## config.mk

```make
export PLATFORM = sky130hd
export DESIGN_NAME = core_data_space_regs
export DESIGN_NICKNAME = d
export VERILOG_FILES = /design/src/shared/core_regs_pkg.sv /design/src/shared/core_regs_if.sv /design/src/design/return_stack.sv /design/src/design/rom_window.sv /design/src/design/core_data_space_regs.sv
export SDC_FILE = /design/constraint.sdc
export NUM_CORES = 1
export LEC_CHECK = 0
export ABC_AREA = 1
export BUFFER_PORTS_ARGS = -buffer_cell sky130_fd_sc_hd__buf_2
export CELL_PAD_IN_SITES_DETAIL_PLACEMENT = 1
export CELL_PAD_IN_SITES_GLOBAL_PLACEMENT = 1
export CORE_MARGIN = 3
export CORE_UTILIZATION = 39
export CTS_BUF_LIST = sky130_fd_sc_hd__clkbuf_4
export CTS_CLUSTER_SIZE = 14
export DETAILED_ROUTE_END_ITERATION = 8
export PLACE_DENSITY = 0.77
export SLEW_MARGIN = 40
export SYNTH_ARGS = -nofsm -noshare
export SYNTH_HDL_FRONTEND = slang
export SYNTH_SLANG_ARGS = --single-unit
```

## constraint.sdc

```tcl
create_clock -name clock -period 1.8 [get_ports clock]
set_input_delay 0.36 -clock clock [delete_from_list [all_inputs] [get_ports clock]]
set_output_delay 0.36 -clock clock [all_outputs]
set_load 0.02 [all_outputs]
```

## src/shared/core_regs_pkg.sv

```systemverilog
`default_nettype none
package core_regs_pkg;
  localparam int DATA_W    = 8;
  localparam int PC_W      = 12;
  localparam int PAGE_W    = 6;
  localparam int OFFS_W    = 6;
  localparam int STACK_LVL = 6;

  localparam logic [7:0] WIN_LO_ADDR   = 8'h40;
  localparam logic [7:0] WIN_HI_ADDR   = 8'h7f;
  localparam logic [7:0] PTR0_ADDR     = 8'h80;
  localparam logic [7:0] PTR1_ADDR     = 8'h81;
  localparam logic [7:0] SLOT0_ADDR    = 8'h82;
  localparam logic [7:0] SLOT1_ADDR    = 8'h83;
  localparam logic [7:0] PAGE_ADDR     = 8'hc9;
  localparam logic [7:0] ACC_ADDR      = 8'hff;

  localparam logic [7:0]  DATA_RST     = 8'h00;
  localparam logic [11:0] PC_RST       = 12'h000;
  localparam logic [7:0]  UNDEF_RDATA  = 8'h00;

  localparam int REG_RD_LAT = 1;
  localparam int WIN_RD_LAT = 3;

  typedef enum logic [2:0] {
    PC_HOLD, PC_INC, PC_JUMP, PC_BRANCH, PC_CALL, PC_RET, PC_VECTOR
  } pc_op_e;
endpackage
`default_nettype wire

```

## src/shared/core_regs_if.sv

```systemverilog
`timescale 1ns/1ns
`default_nettype none
interface stack_if;
  logic        push;
  logic        pop;
  logic [11:0] pushData;
  logic [11:0] topData;
  logic        empty;
  modport owner (output push, output pop, output pushData, input topData, input empty);
  modport store (input push, input pop, input pushData, output topData, output empty);
endinterface

interface window_if;
  logic        pageWr;
  logic [5:0]  pageData;
  logic        fetch;
  logic [5:0]  offset;
  logic [11:0] romAddr;
  logic        romRdEn;
  modport owner (output pageWr, output pageData, output fetch, output offset,
                 input romAddr, input romRdEn);
  modport win   (input pageWr, input pageData, input fetch, input offset,
                 output romAddr, output romRdEn);
endinterface
`default_nettype wire

```

## src/design/return_stack.sv

```systemverilog
`timescale 1ns/1ns
`default_nettype none
module return_stack
  import core_regs_pkg::*;
#(
  parameter int LEVELS = STACK_LVL
) (
  input  wire logic clock,
  input  wire logic rst_b,
  stack_if.store    sif
);
  logic [PC_W-1:0] level_reg [LEVELS];
  logic [3:0]      depth_reg;

  // plain shift chain: no pointer, so an overflowing push simply drops the deepest entry
  always_ff @(posedge clock or negedge rst_b) begin
    if (!rst_b) begin
      level_reg[0] <= PC_RST;
    end else if (sif.push) begin
      level_reg[0] <= sif.pushData;
    end else if (sif.pop) begin
      level_reg[0] <= level_reg[1];
    end
  end

  for (genvar i = 1; i < LEVELS; i++) begin : g_lvl
    always_ff @(posedge clock or negedge rst_b) begin
      if (!rst_b) begin
        level_reg[i] <= PC_RST;
      end else if (sif.push) begin
        level_reg[i] <= level_reg[i-1];
      end else if (sif.pop && i < LEVELS - 1) begin
        level_reg[i] <= level_reg[(i + 1) % LEVELS];
      end
    end
  end

  always_ff @(posedge clock or negedge rst_b) begin
    if (!rst_b) begin
      depth_reg <= 4'h0;
    end else if (sif.push && depth_reg != 4'(LEVELS)) begin
      depth_reg <= depth_reg + 4'h1;
    end else if (sif.pop && depth_reg != 4'h0) begin
      depth_reg <= depth_reg - 4'h1;
    end
  end

  assign sif.topData = level_reg[0];
  assign sif.empty   = (depth_reg == 4'h0);
endmodule
`default_nettype wire

```

## src/design/rom_window.sv

```systemverilog
`timescale 1ns/1ns
`default_nettype none
module rom_window
  import core_regs_pkg::*;
(
  input  wire logic clock,
  input  wire logic rst_b,
  window_if.win     wif
);
  logic [PAGE_W-1:0] page_reg;
  logic [PC_W-1:0]   romAddr_reg;
  logic              romRdEn_reg;

  // no reset here: software must load the page before the first window read
  always_ff @(posedge clock) begin
    if (wif.pageWr) begin
      page_reg <= wif.pageData;
    end
  end

  always_ff @(posedge clock or negedge rst_b) begin
    if (!rst_b) begin
      romAddr_reg <= PC_RST;
      romRdEn_reg <= 1'b0;
    end else begin
      romRdEn_reg <= wif.fetch;
      if (wif.fetch) begin
        romAddr_reg <= {page_reg, wif.offset};
      end
    end
  end

  assign wif.romAddr = romAddr_reg;
  assign wif.romRdEn = romRdEn_reg;
endmodule
`default_nettype wire

```

## src/design/core_data_space_regs.sv

```systemverilog
`timescale 1ns/1ns
`default_nettype none
module core_data_space_regs
  import core_regs_pkg::*;
(
  input  wire logic        clock,
  input  wire logic        rst_b,
  input  wire logic [7:0]  dsAddr,
  input  wire logic        dsRdEn,
  input  wire logic        dsWrEn,
  input  wire logic [7:0]  dsWrData,
  output logic      [7:0]  dsRdData,
  output logic             dsRdValid,
  input  wire logic        accLoad,
  input  wire logic [7:0]  accIn,
  output logic      [7:0]  accOut,
  input  wire logic        ptrSel,
  output logic      [7:0]  indirectAddr,
  output logic      [7:0]  slot0Out,
  output logic      [7:0]  slot1Out,
  input  wire pc_op_e      pcOp,
  input  wire logic [11:0] pcTarget,
  input  wire logic [7:0]  branchOffset,
  output logic      [11:0] pcOut,
  output logic             stackEmpty,
  output logic      [11:0] romAddr,
  output logic             romRdEn,
  input  wire logic [7:0]  romData
);
  logic [DATA_W-1:0] acc_reg;
  logic [DATA_W-1:0] ptr0_reg;
  logic [DATA_W-1:0] ptr1_reg;
  logic [DATA_W-1:0] slot0_reg;
  logic [DATA_W-1:0] slot1_reg;
  logic [DATA_W-1:0] indirect_reg;
  logic [PC_W-1:0]   pc_reg;
  logic [PC_W-1:0]   pc_next;
  logic [DATA_W-1:0] rdData_reg;
  logic [DATA_W-1:0] rdData_next;
  logic              rdValid_reg;
  logic [1:0]        winPipe_reg;
  logic              stackEmpty_reg;

  stack_if  sif ();
  window_if wif ();

  function automatic logic inWindow(input logic [7:0] a);
    return a >= WIN_LO_ADDR && a <= WIN_HI_ADDR;
  endfunction

  function automatic logic wrHit(input logic we, input logic [7:0] a, input logic [7:0] target);
    return we && a == target;
  endfunction

  // the alu load takes priority over a data-space write to the same cycle
  always_ff @(posedge clock or negedge rst_b) begin
    if (!rst_b) begin
      acc_reg <= DATA_RST;
    end else if (accLoad) begin
      acc_reg <= accIn;
    end else if (wrHit(dsWrEn, dsAddr, ACC_ADDR)) begin
      acc_reg <= dsWrData;
    end
  end

  always_ff @(posedge clock or negedge rst_b) begin
    if (!rst_b) begin
      ptr0_reg <= DATA_RST;
      ptr1_reg <= DATA_RST;
    end else begin
      if (wrHit(dsWrEn, dsAddr, PTR0_ADDR)) begin
        ptr0_reg <= dsWrData;
      end
      if (wrHit(dsWrEn, dsAddr, PTR1_ADDR)) begin
        ptr1_reg <= dsWrData;
      end
    end
  end

  always_ff @(posedge clock or negedge rst_b) begin
    if (!rst_b) begin
      slot0_reg <= DATA_RST;
      slot1_reg <= DATA_RST;
    end else begin
      if (wrHit(dsWrEn, dsAddr, SLOT0_ADDR)) begin
        slot0_reg <= dsWrData;
      end
      if (wrHit(dsWrEn, dsAddr, SLOT1_ADDR)) begin
        slot1_reg <= dsWrData;
      end
    end
  end

  // pointer copy lags one cycle so the output stays a plain flop
  always_ff @(posedge clock or negedge rst_b) begin
    if (!rst_b) begin
      indirect_reg <= DATA_RST;
    end else begin
      indirect_reg <= ptrSel ? ptr1_reg : ptr0_reg;
    end
  end

  // bits 7 and 6 of a page write are simply not wired
  assign wif.pageWr   = wrHit(dsWrEn, dsAddr, PAGE_ADDR);
  assign wif.pageData = dsWrData[PAGE_W-1:0];
  assign wif.fetch    = dsRdEn && inWindow(dsAddr);
  assign wif.offset   = dsAddr[OFFS_W-1:0];

  rom_window u_window (
    .clock (clock),
    .rst_b (rst_b),
    .wif   (wif)
  );

  always_comb begin
    unique case (dsAddr)
      PTR0_ADDR:  rdData_next = ptr0_reg;
      PTR1_ADDR:  rdData_next = ptr1_reg;
      SLOT0_ADDR: rdData_next = slot0_reg;
      SLOT1_ADDR: rdData_next = slot1_reg;
      ACC_ADDR:   rdData_next = acc_reg;
      default:    rdData_next = UNDEF_RDATA;
    endcase
  end

  // window reads wait for the synchronous program memory, so they answer later
  always_ff @(posedge clock or negedge rst_b) begin
    if (!rst_b) begin
      winPipe_reg <= 2'b00;
    end else begin
      winPipe_reg <= {winPipe_reg[0], wif.romRdEn};
    end
  end

  always_ff @(posedge clock or negedge rst_b) begin
    if (!rst_b) begin
      rdData_reg  <= DATA_RST;
      rdValid_reg <= 1'b0;
    end else if (winPipe_reg[0]) begin
      rdData_reg  <= romData;
      rdValid_reg <= 1'b1;
    end else if (dsRdEn && !inWindow(dsAddr)) begin
      rdData_reg  <= rdData_next;
      rdValid_reg <= 1'b1;
    end else begin
      rdValid_reg <= 1'b0;
    end
  end

  always_comb begin
    pc_next      = pc_reg;
    sif.push     = 1'b0;
    sif.pop      = 1'b0;
    sif.pushData = pc_reg;
    unique case (pcOp)
      PC_HOLD:   pc_next = pc_reg;
      PC_INC:    pc_next = pc_reg + 12'h001;
      PC_JUMP:   pc_next = pcTarget;
      PC_BRANCH: pc_next = pc_reg + {{4{branchOffset[7]}}, branchOffset};
      PC_CALL, PC_VECTOR: begin
        pc_next  = pcTarget;
        sif.push = 1'b1;
      end
      PC_RET: begin
        // an empty stack leaves the return in place and runs on
        if (sif.empty) begin
          pc_next = pc_reg + 12'h001;
        end else begin
          pc_next = sif.topData;
          sif.pop = 1'b1;
        end
      end
      default:   pc_next = pc_reg;
    endcase
  end

  always_ff @(posedge clock or negedge rst_b) begin
    if (!rst_b) begin
      pc_reg <= PC_RST;
    end else begin
      pc_reg <= pc_next;
    end
  end

  return_stack u_stack (
    .clock (clock),
    .rst_b (rst_b),
    .sif   (sif)
  );

  always_ff @(posedge clock or negedge rst_b) begin
    if (!rst_b) begin
      stackEmpty_reg <= 1'b1;
    end else begin
      stackEmpty_reg <= sif.empty;
    end
  end

  assign dsRdData     = rdData_reg;
  assign dsRdValid    = rdValid_reg;
  assign accOut       = acc_reg;
  assign indirectAddr = indirect_reg;
  assign slot0Out     = slot0_reg;
  assign slot1Out     = slot1_reg;
  assign pcOut        = pc_reg;
  assign stackEmpty   = stackEmpty_reg;
  assign romAddr      = wif.romAddr;
  assign romRdEn      = wif.romRdEn;
endmodule
`default_nettype wire

```

# [Word level (Yosys, flattened, before mapping)]
# Cells that the tools add are included.
[word_totals] regBits=166 latch_bits=0 mem_bits_rw=0 romBits=0 in_bits=61 out_inout_bits=67 n_memories=0
[classes] n_addsub=4 n_mul=0 div_mod_pow=0 order_cmp=2 eq_ne=13 shift=0 n_mux=25 n_bitwise=0 reduce_logical=21
[ops] operator="$mux 12" n=11
[ops] operator="$eq 8x8->1 const B" n=6
[ops] operator="$pmux 12 s4" n=1
[ops] operator="$mux 8" n=5
[ops] operator="$pmux 8 s5" n=1
[ops] operator="$add 12x1->12 const B" n=1
[ops] operator="$add 12x12->12" n=1
[ops] operator="$logic_and 1x1->1" n=11
[ops] operator="$eq 3x3->1 const B" n=3
[ops] operator="$ge 8x7->1 const B" n=1
[ops] operator="$le 8x7->1 const B" n=1
[ops] operator="$mux 4" n=2
[ops] operator="$reduce_bool 2->1" n=4
[ops] operator="$reduce_bool 4->1" n=2
[ops] operator="$eq 3x2->1 const B" n=2
[ops] operator="$mux 1" n=5
[ops] operator="$add 4x1->4 const B" n=1
[ops] operator="$logic_not 4->1" n=1
[ops] operator="$ne 4x3->1 const B" n=1
[ops] operator="$sub 4x1->4 const B" n=1
[ops] operator="$eq 3x1->1 const B" n=1
[ops] operator="$reduce_or 3->1" n=1
[ops] operator="$reduce_or 2->1" n=1
[ops] operator="$logic_not 1->1" n=1

# [Depth between registers and ports, before layout]
# Gate-level depths: netlist of run 1.
[depth] ltp_word=6 mapped_depth=12

# [Modules after synthesis]
# From an unflattened synthesis of run 1, not the netlist that was laid out.
[hier_totals] hier_cells=1046 hier_area_um2=8717.1
[by_module_without_submodules] module="core_data_space_regs" instances=1 cells_per_inst=634 area_each_um2=4549.4 seq_area_each_um2=1778.0
[by_module_without_submodules] module="return_stack" instances=1 cells_per_inst=354 area_each_um2=3504.6 seq_area_each_um2=1901.8
[by_module_without_submodules] module="rom_window" instances=1 cells_per_inst=58 area_each_um2=663.1 seq_area_each_um2=505.5

# [Worst setup path before layout of run 1]
# OpenSTA, ideal clock, no wires.
[synth_path] path_type="flip-flop to flip-flop" start="register pc_reg[0] (netlist: pcOut[0])" end="register pc_reg[8] (netlist: pcOut[8])" setup_ns=0.122 t_arrival_ns=1.821 t_required_ns=1.678 setup_slack_ns=-0.143 path_stages_with_launch=10 synth_period_minus_slack_ns=1.943 path_cell_list="dfrtp_1 -> ha_1 -> fa_1 -> nand3_1 -> nand2_1 -> nand2_1 -> nand2_1 -> or2_2 -> nand3_1 -> a21oi_1"
[synth_between] elab_chain_cells=3 elab_cells_between_ends=4 cone_classes="add/sub: 2; mux: 2"
[synth_rtl] item="start, declared" line_no="core_data_space_regs.sv:36" text="logic [PC_W-1:0] pc_reg;"
[synth_rtl] item="start signal, assigned" line_no="core_data_space_regs.sv:181" text="pc_reg <= pc_next;"
[synth_rtl] item="$add 12x1->12" line_no="core_data_space_regs.sv:157, core_data_space_regs.sv:167"
[synth_rtl] item="$mux 12" line_no="core_data_space_regs.sv:166" text="if (sif.empty) begin"
[synth_rtl] item="$pmux 12 s4 (*)" line_no="core_data_space_regs.sv:155" text="unique case (pcOp)"
# Every way passes the cells marked *; elsewhere a longest branch is shown, timed or not.
# A chain may end at the register's enable or synchronous reset.

# [Worst setup path after layout of run 1]
[layout_path] start="register u_stack.depth_reg[2]" end="register u_stack.depth_reg[3]"
[layout_between] elab_chain_cells=5 elab_cells_between_ends=12 cone_classes="add/sub: 2; eq/ne: 1; mux: 4; reduce/logical: 5"
[layout_rtl] item="start, declared" line_no="return_stack.sv:13" text="logic [3:0] depth_reg;"
[layout_rtl] item="start signal, assigned" line_no="return_stack.sv:42" text="depth_reg <= depth_reg + 4'h1;"
[layout_rtl] item="start signal, assigned" line_no="return_stack.sv:44" text="depth_reg <= depth_reg - 4'h1;"
[layout_rtl] item="branches (longest 5 deep; another with $sub 4x1->4)"
# Several ways; the timed one is not identified. The select of a mux whose other input is x is not followed.

==> results of run 1 <==
-- power by group --
| part | internal [mW] | leakage [nW] | switching (mW) | total [mW] |
|---|---|---|---|---|
| clock | 0.714 | 0.137 | 1.40 | 2.11 |
| sequential | 4.60 | 2.06 | 0.520 | 5.12 |
| combinational | 1.59 | 2.92 | 2.47 | 4.06 |
| total | 6.91 | 5.12 | 4.38 | 11.3 |
-- stage by stage --
step / area [um^2] / setup TNS (ps)
2_1_floorplan: 8440 / 0
3_3_place_gp: 9800 / -108
3_5_place_dp: 9800 / -354
4_1_cts: 10200 / -5.27
5_1_grt: 10400 / -214
6_report: 10400 / 0
-- logic make-up (layout without fill, tap and decap cells) --
| kind of cell | count (synthesis) | count (layout) | share of synthesized area |
|---|---|---|---|
| fa+ha+maj | 16 | 16 | 0.0256 |
| xor+xnor | 6 | 6 | 0.00624 |
| simple gates | 448 | 448 | 0.223 |
| compound gates | 246 | 246 | 0.165 |
| buf+inv | 174 | 372 | 0.0829 |
| flops | 166 | 166 | 0.497 |
| other cells | 0 | 1 | 0 |
-- worst max-delay path by stage --
stage / from / end / depth (start not counted) / slack (ps)
final: u_stack.depth_reg[2] / u_stack.depth_reg[3] / 8 / 40
after floorplan: pcOut[0] / pcOut[8] / 9 / 7
after detailed placement: pcOp[0] / u_stack.depth_reg[3] / 11 / -120
after global routing: u_stack.depth_reg[3] / u_stack.depth_reg[3] / 10 / -90
after CTS: u_stack.depth_reg[2] / u_stack.depth_reg[3] / 8 / -4
after global placement: pcOp[0] / u_stack.depth_reg[3] / 11 / -70
-- area by class of cell --
class	count	area (um^2)	share of cell area
Inverter	136	513	0.0492
Tap cell	275	344	0.0330
Sequential cell	166	4190	0.402
Timing Repair Buffer	204	1380	0.132
Clock buffer	18	135	0.0130
Antenna cell	1	2.50	0.000240
Multi-Input combinational cell	716	3740	0.359
Clock inverter	14	125	0.0120
-- critical path, stage by stage (launching register included) --
cell and delay [ps]:
dfrtp_1 450, a31oi_2 240, inv_2 80, ha_1 310
a21oi_1 160, nand2_1 90, o21ai_1 150, xnor2_1 140
inv_1 60
-- metal layers --
layer,up-vias,global-route usage,share of wire
li1,3841,-,-
met1,3920,0.305,0.47
met2,124,0.358,0.48
met3,32,0.0382,0.035
met4,0,0.0649,0.018
met5,-,0,0
-- placed cells by master, fill, tap and decap left out, types with 3 or more instances in the layout --
cell type      instances
nor2_2                 8
nor2_1                83
xor2_1                 4
a211oi_1               3
a22oi_1               12
nand3_2                9
o22ai_1               12
clkinvlp_4             3
a21oi_1               17
ha_1                   7
dfrtp_1              154
inv_1                126
o21ai_1               47
nand4_1               12
nor2_4                 3
nand2_1              259
nand2_2               12
edfxtp_1               6
dfrtp_2                5
dlygate4sd3_1          8
inv_6                  4
nand3_1               51
buf_12                 8
buf_6                  6
nor3_1                 3
o211ai_1              39
buf_2                125
a21oi_2                5
inv_2                  6
ha_4                   6
clkinv_1               5
o21ai_0              106
buf_4                 56
clkbuf_4              18
-- repair_timing --
item,4_1_cts,5_1_grt
hold endpoints to repair,47,0
buffers inserted,0,6
gates cloned,0,1
pin swaps,5,9
hold buffers,8,0
gates resized for setup,16,43
endpoints found under the setup margin,25,67
==> metrics.yaml, run 1 <==
status: "finished, final reports clean"
min_to: "accOut[0]"
worstHoldStart: "accIn[0]"
clock_skew_ps: 26.8
numCtsBuffers: 17
synth.most_common_cell: "nand2_1"
start_util: 0.398
gp_congestion: 0.857
hpwl_um: 19100
ys_async_sr_fraction: 0.964
p_per_area_mw_per_mm2: 1080
syn_to_final_growth_pct: 23.8
die_y_um: 153
overflow: 0
p_leak_nw: 5.12
final_cells: 1530
yosys_warnings: 0
max_freq_ghz: 0.568
drtIter0Drc: 441
critPathArrivalTime_ps: 2220
tightest_slew_ps: 452
die_w_um: 153
antenna_found_initial: 1
rr_worst_depth: 8
htreeDepth: 4
hold_viol_final: 0
syn_avg_cell_area_um2: 7.98
fin_total_pwr_mw: 11.3
nNetsFinal: 1318
dieArea_mm2: 0.0234
whs_ps: 67.1
dr.pass1.iters: 4
reg2reg_to: "u_stack.depth_reg[3]"
core_area_mm2: 0.0212
layout-drive-gt1-share: 0.235
critPathRequiredTime_ps: 2270
finalCritPeriodShare: 0.977
drc_errors: 0
cp-end-kind: "flop"
wl_per_cell_um: 17.0
synthTopCellsByArea: "dfrtp_1, nand2_1, o21ai_0"
avgViaCountPerCell: 5.17
grt_pass1_vias: 8098
clk_latency_ps: 570
max-slew-margin-rel: 0.699
cp-start-kind: "flop"
yosysTopAreaCell: "dfrtp_1"
critPathMaxFanout: 3
vias: 7917
portBuffers: 127
maxCapViolations: 0
maxSlewViolCount: 0
ios: 128
yosysSeqAreaShare: 0.497
synth_ff_type: "dfrtp_1"
setup_viol: 0
grt_use_total: 0.220
syn_area_mm2: 0.00842
largest_register_ffs: 60
fill_cells: 2650
r2r_slack_ps: 40
peakVddDrop_mv: 0.326
synth_cell_types: 37
synth_edf_count: 6
r2r-start: "u_stack.depth_reg[2]"
place_inst: 1482
setup_slack_ps: 40.8
syn_inst: 1056
dp_slack_ps: -117
routed_wl_um: 26100
period_needed_ps: 1760
cts_buffer_depth: 2
syn_nets: 1133
cts.sinks: 166
synth_top_area_frac: 0.472
grt_first_pass_wirelength_um: 42100
synth_commonest_cells: "nand2_1, dfrtp_1, inv_1"
grt_max_degree: 55
min_path_type: "input port to flop"
critPathKind: "flop to flop"
cts-root-buf: "clkbuf_4"
path_clk_slew_ps: 150
rsz0062_at_grt: "true"
cts_tree: "done"
rows: 53
min_path_cells: 3
antenna_left: 0
ys_seq_elements: 166
finish.utilization: 0.493
(Power assumes the default switching activity.)
==> run 2, diff against run 1 <==
Clock period 1.8 ns to 1.5 ns, I/O delays scaled along.
==> run 2 against run 1 <==
The flow now finishes with violations (negative setup slack). Sequential share of layout area is 7.6 points lower. Combinational power increased by 95%. First-iteration DRC count grew 110%. Die area stayed put. Register-to-register slack got worse by 470 ps. Power increased by 52%. Critical path depth is 3 higher. Setup slack worse by 470 ps. Critical path type unchanged. Critical endpoint unchanged. Largest cell class is now multi-input combinational cells.
==> metrics.yaml, run 2 (same netlist as run 1, synthesis figures left out) <==
core_area_mm2: 0.0212
final_common_cell: "nand2_1"
syn_to_final_growth_pct: 52.7
peakVddDrop_mv: 0.540
p_leak_nw: 6.23
drtIter0Drc: 927
ios: 128
cts_buffer_depth: 2
min_path_cells: 3
final_cells: 1674
layout-drive-gt1-share: 0.388
cts.sinks: 166
gp_congestion: 0.864
clock_skew_ps: 37.3
fill_cells: 2443
cts_tree: "done"
finalInstanceArea_mm2: 0.0129
start_util: 0.398
numCtsBuffers: 17
cp-startpoint: "u_stack.depth_reg[3]"
cts-root-buf: "clkbuf_4"
max_freq_ghz: 0.519
hpwl_um: 21000
min_to: "u_window.wif.romAddr[5]"
whs_ps: 50.5
die_w_um: 153
violations: "negative setup slack"
maxSlewViolCount: 0
period_needed_ps: 1930
cp-end-kind: "flop"
worstHoldStart: "dsAddr[5]"
rsz0062_at_grt: "true"
pwr-share-clk: 0.164
finalSetupTns_ps: -21740
maxCapViolations: 0
min_path_type: "input port to flop"
rr_worst_depth: 11
reg2reg_to: "u_stack.depth_reg[3]"
grt_use_total: 0.298
cp-start-kind: "flop"
pwr-share-comb: 0.462
setup_viol: 95
dr.pass1.iters: 5
antenna_found_initial: 2
critPathArrivalTime_ps: 2410
p_int_mw: 9.80
die_y_um: 153
htreeDepth: 4
critPathKind: "flop to flop"
p_per_area_mw_per_mm2: 1330
setup_slack_ps: -428
grt_max_degree: 45
wl_per_cell_um: 25.1
vias: 9888
largest_register_ffs: 60
clk_latency_ps: 590
rows: 53
antenna_left: 0
p_sw_mw: 7.33
max-slew-margin-rel: 0.677
layout_common_cells: "nand2_1, dfrtp_1, buf_4"
portBuffers: 127
seq_power_share: 0.374
path_clk_slew_ps: 170
avgViaCountPerCell: 5.91
critPathMaxFanout: 3
placed_area_mm2: 0.0104
grt_pass1_vias: 10200
sw_frac_of_total: 0.428
r2r-start: "u_stack.depth_reg[3]"
nNetsFinal: 1461
r2r_slack_ps: -430
place_inst: 1545
hold_viol_final: 0
dieArea_mm2: 0.0234
fin_total_pwr_mw: 17.1
status: "complete, but fails checks"
overflow: 0
finalCritPeriodShare: 1.29
critPathRequiredTime_ps: 1990
grt_first_pass_wirelength_um: 55900
routed_wl_um: 42100
tightest_slew_ps: 485
drc_errors: 0
==> run 2: per-stage QoR <==
stage	utilization	worst slack (ps)
after CTS	0.570	-244
after global placement	0.491	-220
after floorplan	-	-273
after detailed placement	0.491	-275
after global routing	0.608	-492
final	0.608	-428
==> run 2: routing by layer <==
metal	vias up	global-route usage	part of all wire
li1	4130	-	-
met1	4952	0.372	0.38
met2	598	0.512	0.49
met3	208	0.0538	0.074
met4	0	0.124	0.054
met5	-	0	0
==> run 2: area by class of cell <==
type                       instances  area (um^2)  area share
multi-input combinational        716         4290       0.333
timing repair inverter             1         11.3    0.000875
clock inverter                    14          141      0.0110
clock buffer                      18          135      0.0105
inverter                         136          518      0.0403
timing repair buffer             346         3230       0.251
sequential                       166         4190       0.326
tap                              275          344      0.0267
antenna                            2         5.00    0.000389
==> run 2: how the worst max path moves through the flow <==
stage | endpoint | slack, ps | cells past startpoint
2_1_floorplan | pcOut[2] | -270 | 7
3_3_place_gp | pcOut[8] | -220 | 10
3_5_place_dp | u_stack.depth_reg[2] | -280 | 10
4_1_cts | pcOut[8] | -240 | 9
5_1_grt | u_stack.depth_reg[3] | -490 | 11
6_report | u_stack.depth_reg[3] | -430 | 11
==> run 2: power groups by stage <==
stage	clock (mW)	sequential (mW)	combinational [mW]
after floorplan	0	6.41	2.57
after global placement	0	6.15	4.69
after detailed placement	0	6.22	4.93
after CTS	2.73	6.14	6.33
after global routing	3.00	6.45	8.38
final	2.81	6.40	7.91
==> run 2: timing repair <==
| item | in CTS | in global routing |
|---|---|---|
| gates cloned | 11 | 2 |
| pin swaps | 26 | 39 |
| hold buffers | 17 | 0 |
| setup endpoints to repair | 113 | 138 |
| resized for setup | 195 | 188 |
| setup buffers | 46 | 23 |
| endpoints found under the hold margin | 165 | 0 |
==> run 2: worst max-delay path: stages (launching register included) <==
cell     delay (ps)
dfrtp_1         420
nor2_2           60
buf_4           140
a31oi_4         200
inv_2            90
ha_4            250
a21oi_2         180
nand2_2         100
nand2_2          70
o21ai_2          50
xnor2_1         200
inv_1            70
==> run 3, diff against run 2 <==
Settings changed: ABC_AREA 1 to unset, CORE_UTILIZATION 39 to 42, PLACE_DENSITY 0.77 to 0.78.
==> run 3 against run 2 <==
The flow still finishes with violations (negative setup slack). Clock power barely moved. Flip-flop and latch count did not move. Setup slack worse by 450 ps. Utilization grew 4.1 points. Highest routed layer is now met5. Critical path depth decreased by 4. Largest power group unchanged. Sequential share of layout area increased by 0.56 points.
==> metrics.yaml, run 3 <==
status: "complete, but fails checks"
violations: "negative setup slack"
grt_max_degree: 54
route.met2.wl_um: 20500
die_y_um: 147
htreeDepth: 4
fin_total_pwr_mw: 16.2
rows: 51
clock_skew_ps: 46.5
peakVddDrop_mv: 0.648
synth.most_common_cell: "dfrtp_1"
hpwl_um: 19400
grt_pass1_vias: 9433
rr_worst_depth: 7
synthTopCellsByArea: "dfrtp_1, mux2i_1, mux2_2"
synth_edf_count: 6
finalSetupTns_ps: -50750
vias: 8738
cpPeakStageDelay_ps: 620
path_clk_slew_ps: 180
maxCapViolations: 0
seq_power_share: 0.403
crit_end: "pcOut[5]"
drtIter0Drc: 664
syn_to_final_growth_pct: 51.1
yosysTopAreaCell: "dfrtp_1"
syn_inst: 805
max_freq_ghz: 0.420
layout_common_cells: "dfrtp_1, buf_4, nand2_1"
crit_cells: 7
routed_wl_um: 41100
tightest_slew_ps: 846
dp_slack_ps: -797
critPathArrivalTime_ps: 2850
p_sw_mw: 6.57
start_util: 0.429
cp-startpoint: "u_stack.depth_reg[3]"
crit_chain: "or4_4 -> buf_4 -> buf_6 -> a21oi_1 -> o21ai_0 -> a221oi_2 -> nor2_1"
largest_register_ffs: 60
cp-start-kind: "flop"
finalInstanceArea_mm2: 0.0127
critical_path_buf_inv_count: 2
grt_use_total: 0.340
synth_ff_type: "dfrtp_1"
finish.utilization: 0.649
r2r_slack_ps: -880
setup_slack_ps: -879
dr.pass1.iters: 5
layout-drive-gt1-share: 0.484
max-slew-margin-rel: 0.434
cts_tree: "done"
ys_seq_elements: 166
final_common_cell: "dfrtp_1"
cp-end-kind: "flop"
core_area_mm2: 0.0195
min_path_type: "input port to flop"
p_int_mw: 9.62
numCtsBuffers: 17
yosys_warnings: 0
p_leak_nw: 5.76
maxSlewViolCount: 0
drc_errors: 0
syn_avg_cell_area_um2: 10.4
pwr-share-clk: 0.174
synth_cell_types: 68
cts_buffer_depth: 2
critPathMaxFanout: 5
sw_frac_of_total: 0.406
cts-root-buf: "clkbuf_4"
antenna_found_initial: 3
r2r-start: "u_stack.depth_reg[3]"
synth_commonest_cells: "dfrtp_1, nand2_1, o21ai_0"
critPathSlowestCell: "or4_4"
fill_cells: 2044
finalCritPeriodShare: 1.59
critPathRequiredTime_ps: 1970
overflow: 0
placed_area_mm2: 0.0105
yosysSeqAreaShare: 0.499
critical-path-top-delay-family: "simple AND/OR/NAND/NOR gates"
syn_area_mm2: 0.00839
period_needed_ps: 2380
pwr-share-comb: 0.423
p_per_area_mw_per_mm2: 1280
synth_top_area_frac: 0.474
grt_first_pass_wirelength_um: 56400
antenna_left: 0
setup_viol: 139
syn_nets: 882
nNetsFinal: 1196
routed.top_layer: "met5"
ys_async_sr_fraction: 0.964
gp_congestion: 0.876
hold_viol_final: 0
cts.sinks: 166
die_w_um: 147
clk_latency_ps: 610
avgViaCountPerCell: 6.25
critPathKind: "flop to flop"
rsz0062_at_grt: "true"
drt-met1-wl_um: 14600
dieArea_mm2: 0.0217
portBuffers: 127
reg2reg_to: "pcOut[5]"
wl_per_cell_um: 29.4
ios: 128
route.met3.wl_um: 2760
-- run 3: cell types whose count changed in the layout (fill, tap and decap cells not counted), moves of 33 or more --
cell	change
inv_1	-111
mux2i_1	+57
nor2_1	-48
nand2_1	-102
o21ai_1	+33
o21ai_2	-35
mux2_2	+53
o211ai_1	-37
o21ai_0	-40
-- run 3: power groups by stage --
stage,clock network [mW],logic [mW],registers (mW)
after floorplan,0,2.35,6.40
after global placement,0,4.32,6.18
after detailed placement,0,4.56,6.26
after CTS,2.70,5.60,6.21
after global routing,3.00,7.18,6.59
final,2.81,6.85,6.53
-- run 3: per-stage QoR --
step,instances,hold slack [ps]
2_1_floorplan,805,4.41
3_3_place_gp,1288,194
3_5_place_dp,1288,196
4_1_cts,1385,0.624
5_1_grt,1399,18.3
6_report,1399,33.0
-- run 3: what timing repair did --
item / CTS / global route
gates cloned: 10 / 0
setup endpoints to repair: 163 / 183
buffers inserted: 35 / 15
resized for setup: 210 / 80
hold buffers: 22 / 0
pin swaps: 36 / 39
endpoints found under the hold margin: 182 / 0
-- run 3: worst reg2reg max path, cell delays in order (launching register included) --
cell and delay [ps]:
dfrtp_1 450, or4_4 630, buf_4 170, buf_6 120, a21oi_1 240, o21ai_0 180
a221oi_2 280, nor2_1 170
-- run 3: cells by family after synthesis --
logic type | Yosys count | synth area share
and+or+nand+nor | 224 | 0.119
AOI/OAI and AO/OA | 191 | 0.140
DFF | 166 | 0.499
muxes | 139 | 0.177
buffers and inverters | 57 | 0.0278
adders and majority gates | 16 | 0.0257
xor gates and xnor gates | 12 | 0.0125
-- run 3: final cells by class --
type | count | area [um^2] | share of cell area
clock inverter | 15 | 143 | 0.0113
multi-input combinational | 582 | 4720 | 0.372
inverter | 13 | 53.8 | 0.00425
tap | 265 | 332 | 0.0262
clock buffer | 17 | 128 | 0.0101
timing repair buffer | 339 | 3100 | 0.244
sequential | 166 | 4200 | 0.331
antenna | 2 | 5.00 | 0.000395
-- run 3: worst min path at each step --
stage | from | endpoint | slack, ps | cells past startpoint
2_1_floorplan | rst_b | accOut[0] | 4 | 0
3_3_place_gp | rst_b | pcOut[10] | 190 | 1
3_5_place_dp | rst_b | pcOut[10] | 200 | 1
4_1_cts | romData[7] | dsRdData[7] | 0.6 | 3
5_1_grt | dsWrData[7] | slot1Out[7] | 20 | 2
6_report | dsWrData[7] | ptr1_reg[7] | 30 | 2
-- run 3: layer usage --
metal	GRT usage	vias to the layer above
met2	0.595	572
met1	0.390	4395
li1	-	3521
met3	0.0642	248
met4	0.195	2
met5	0	-
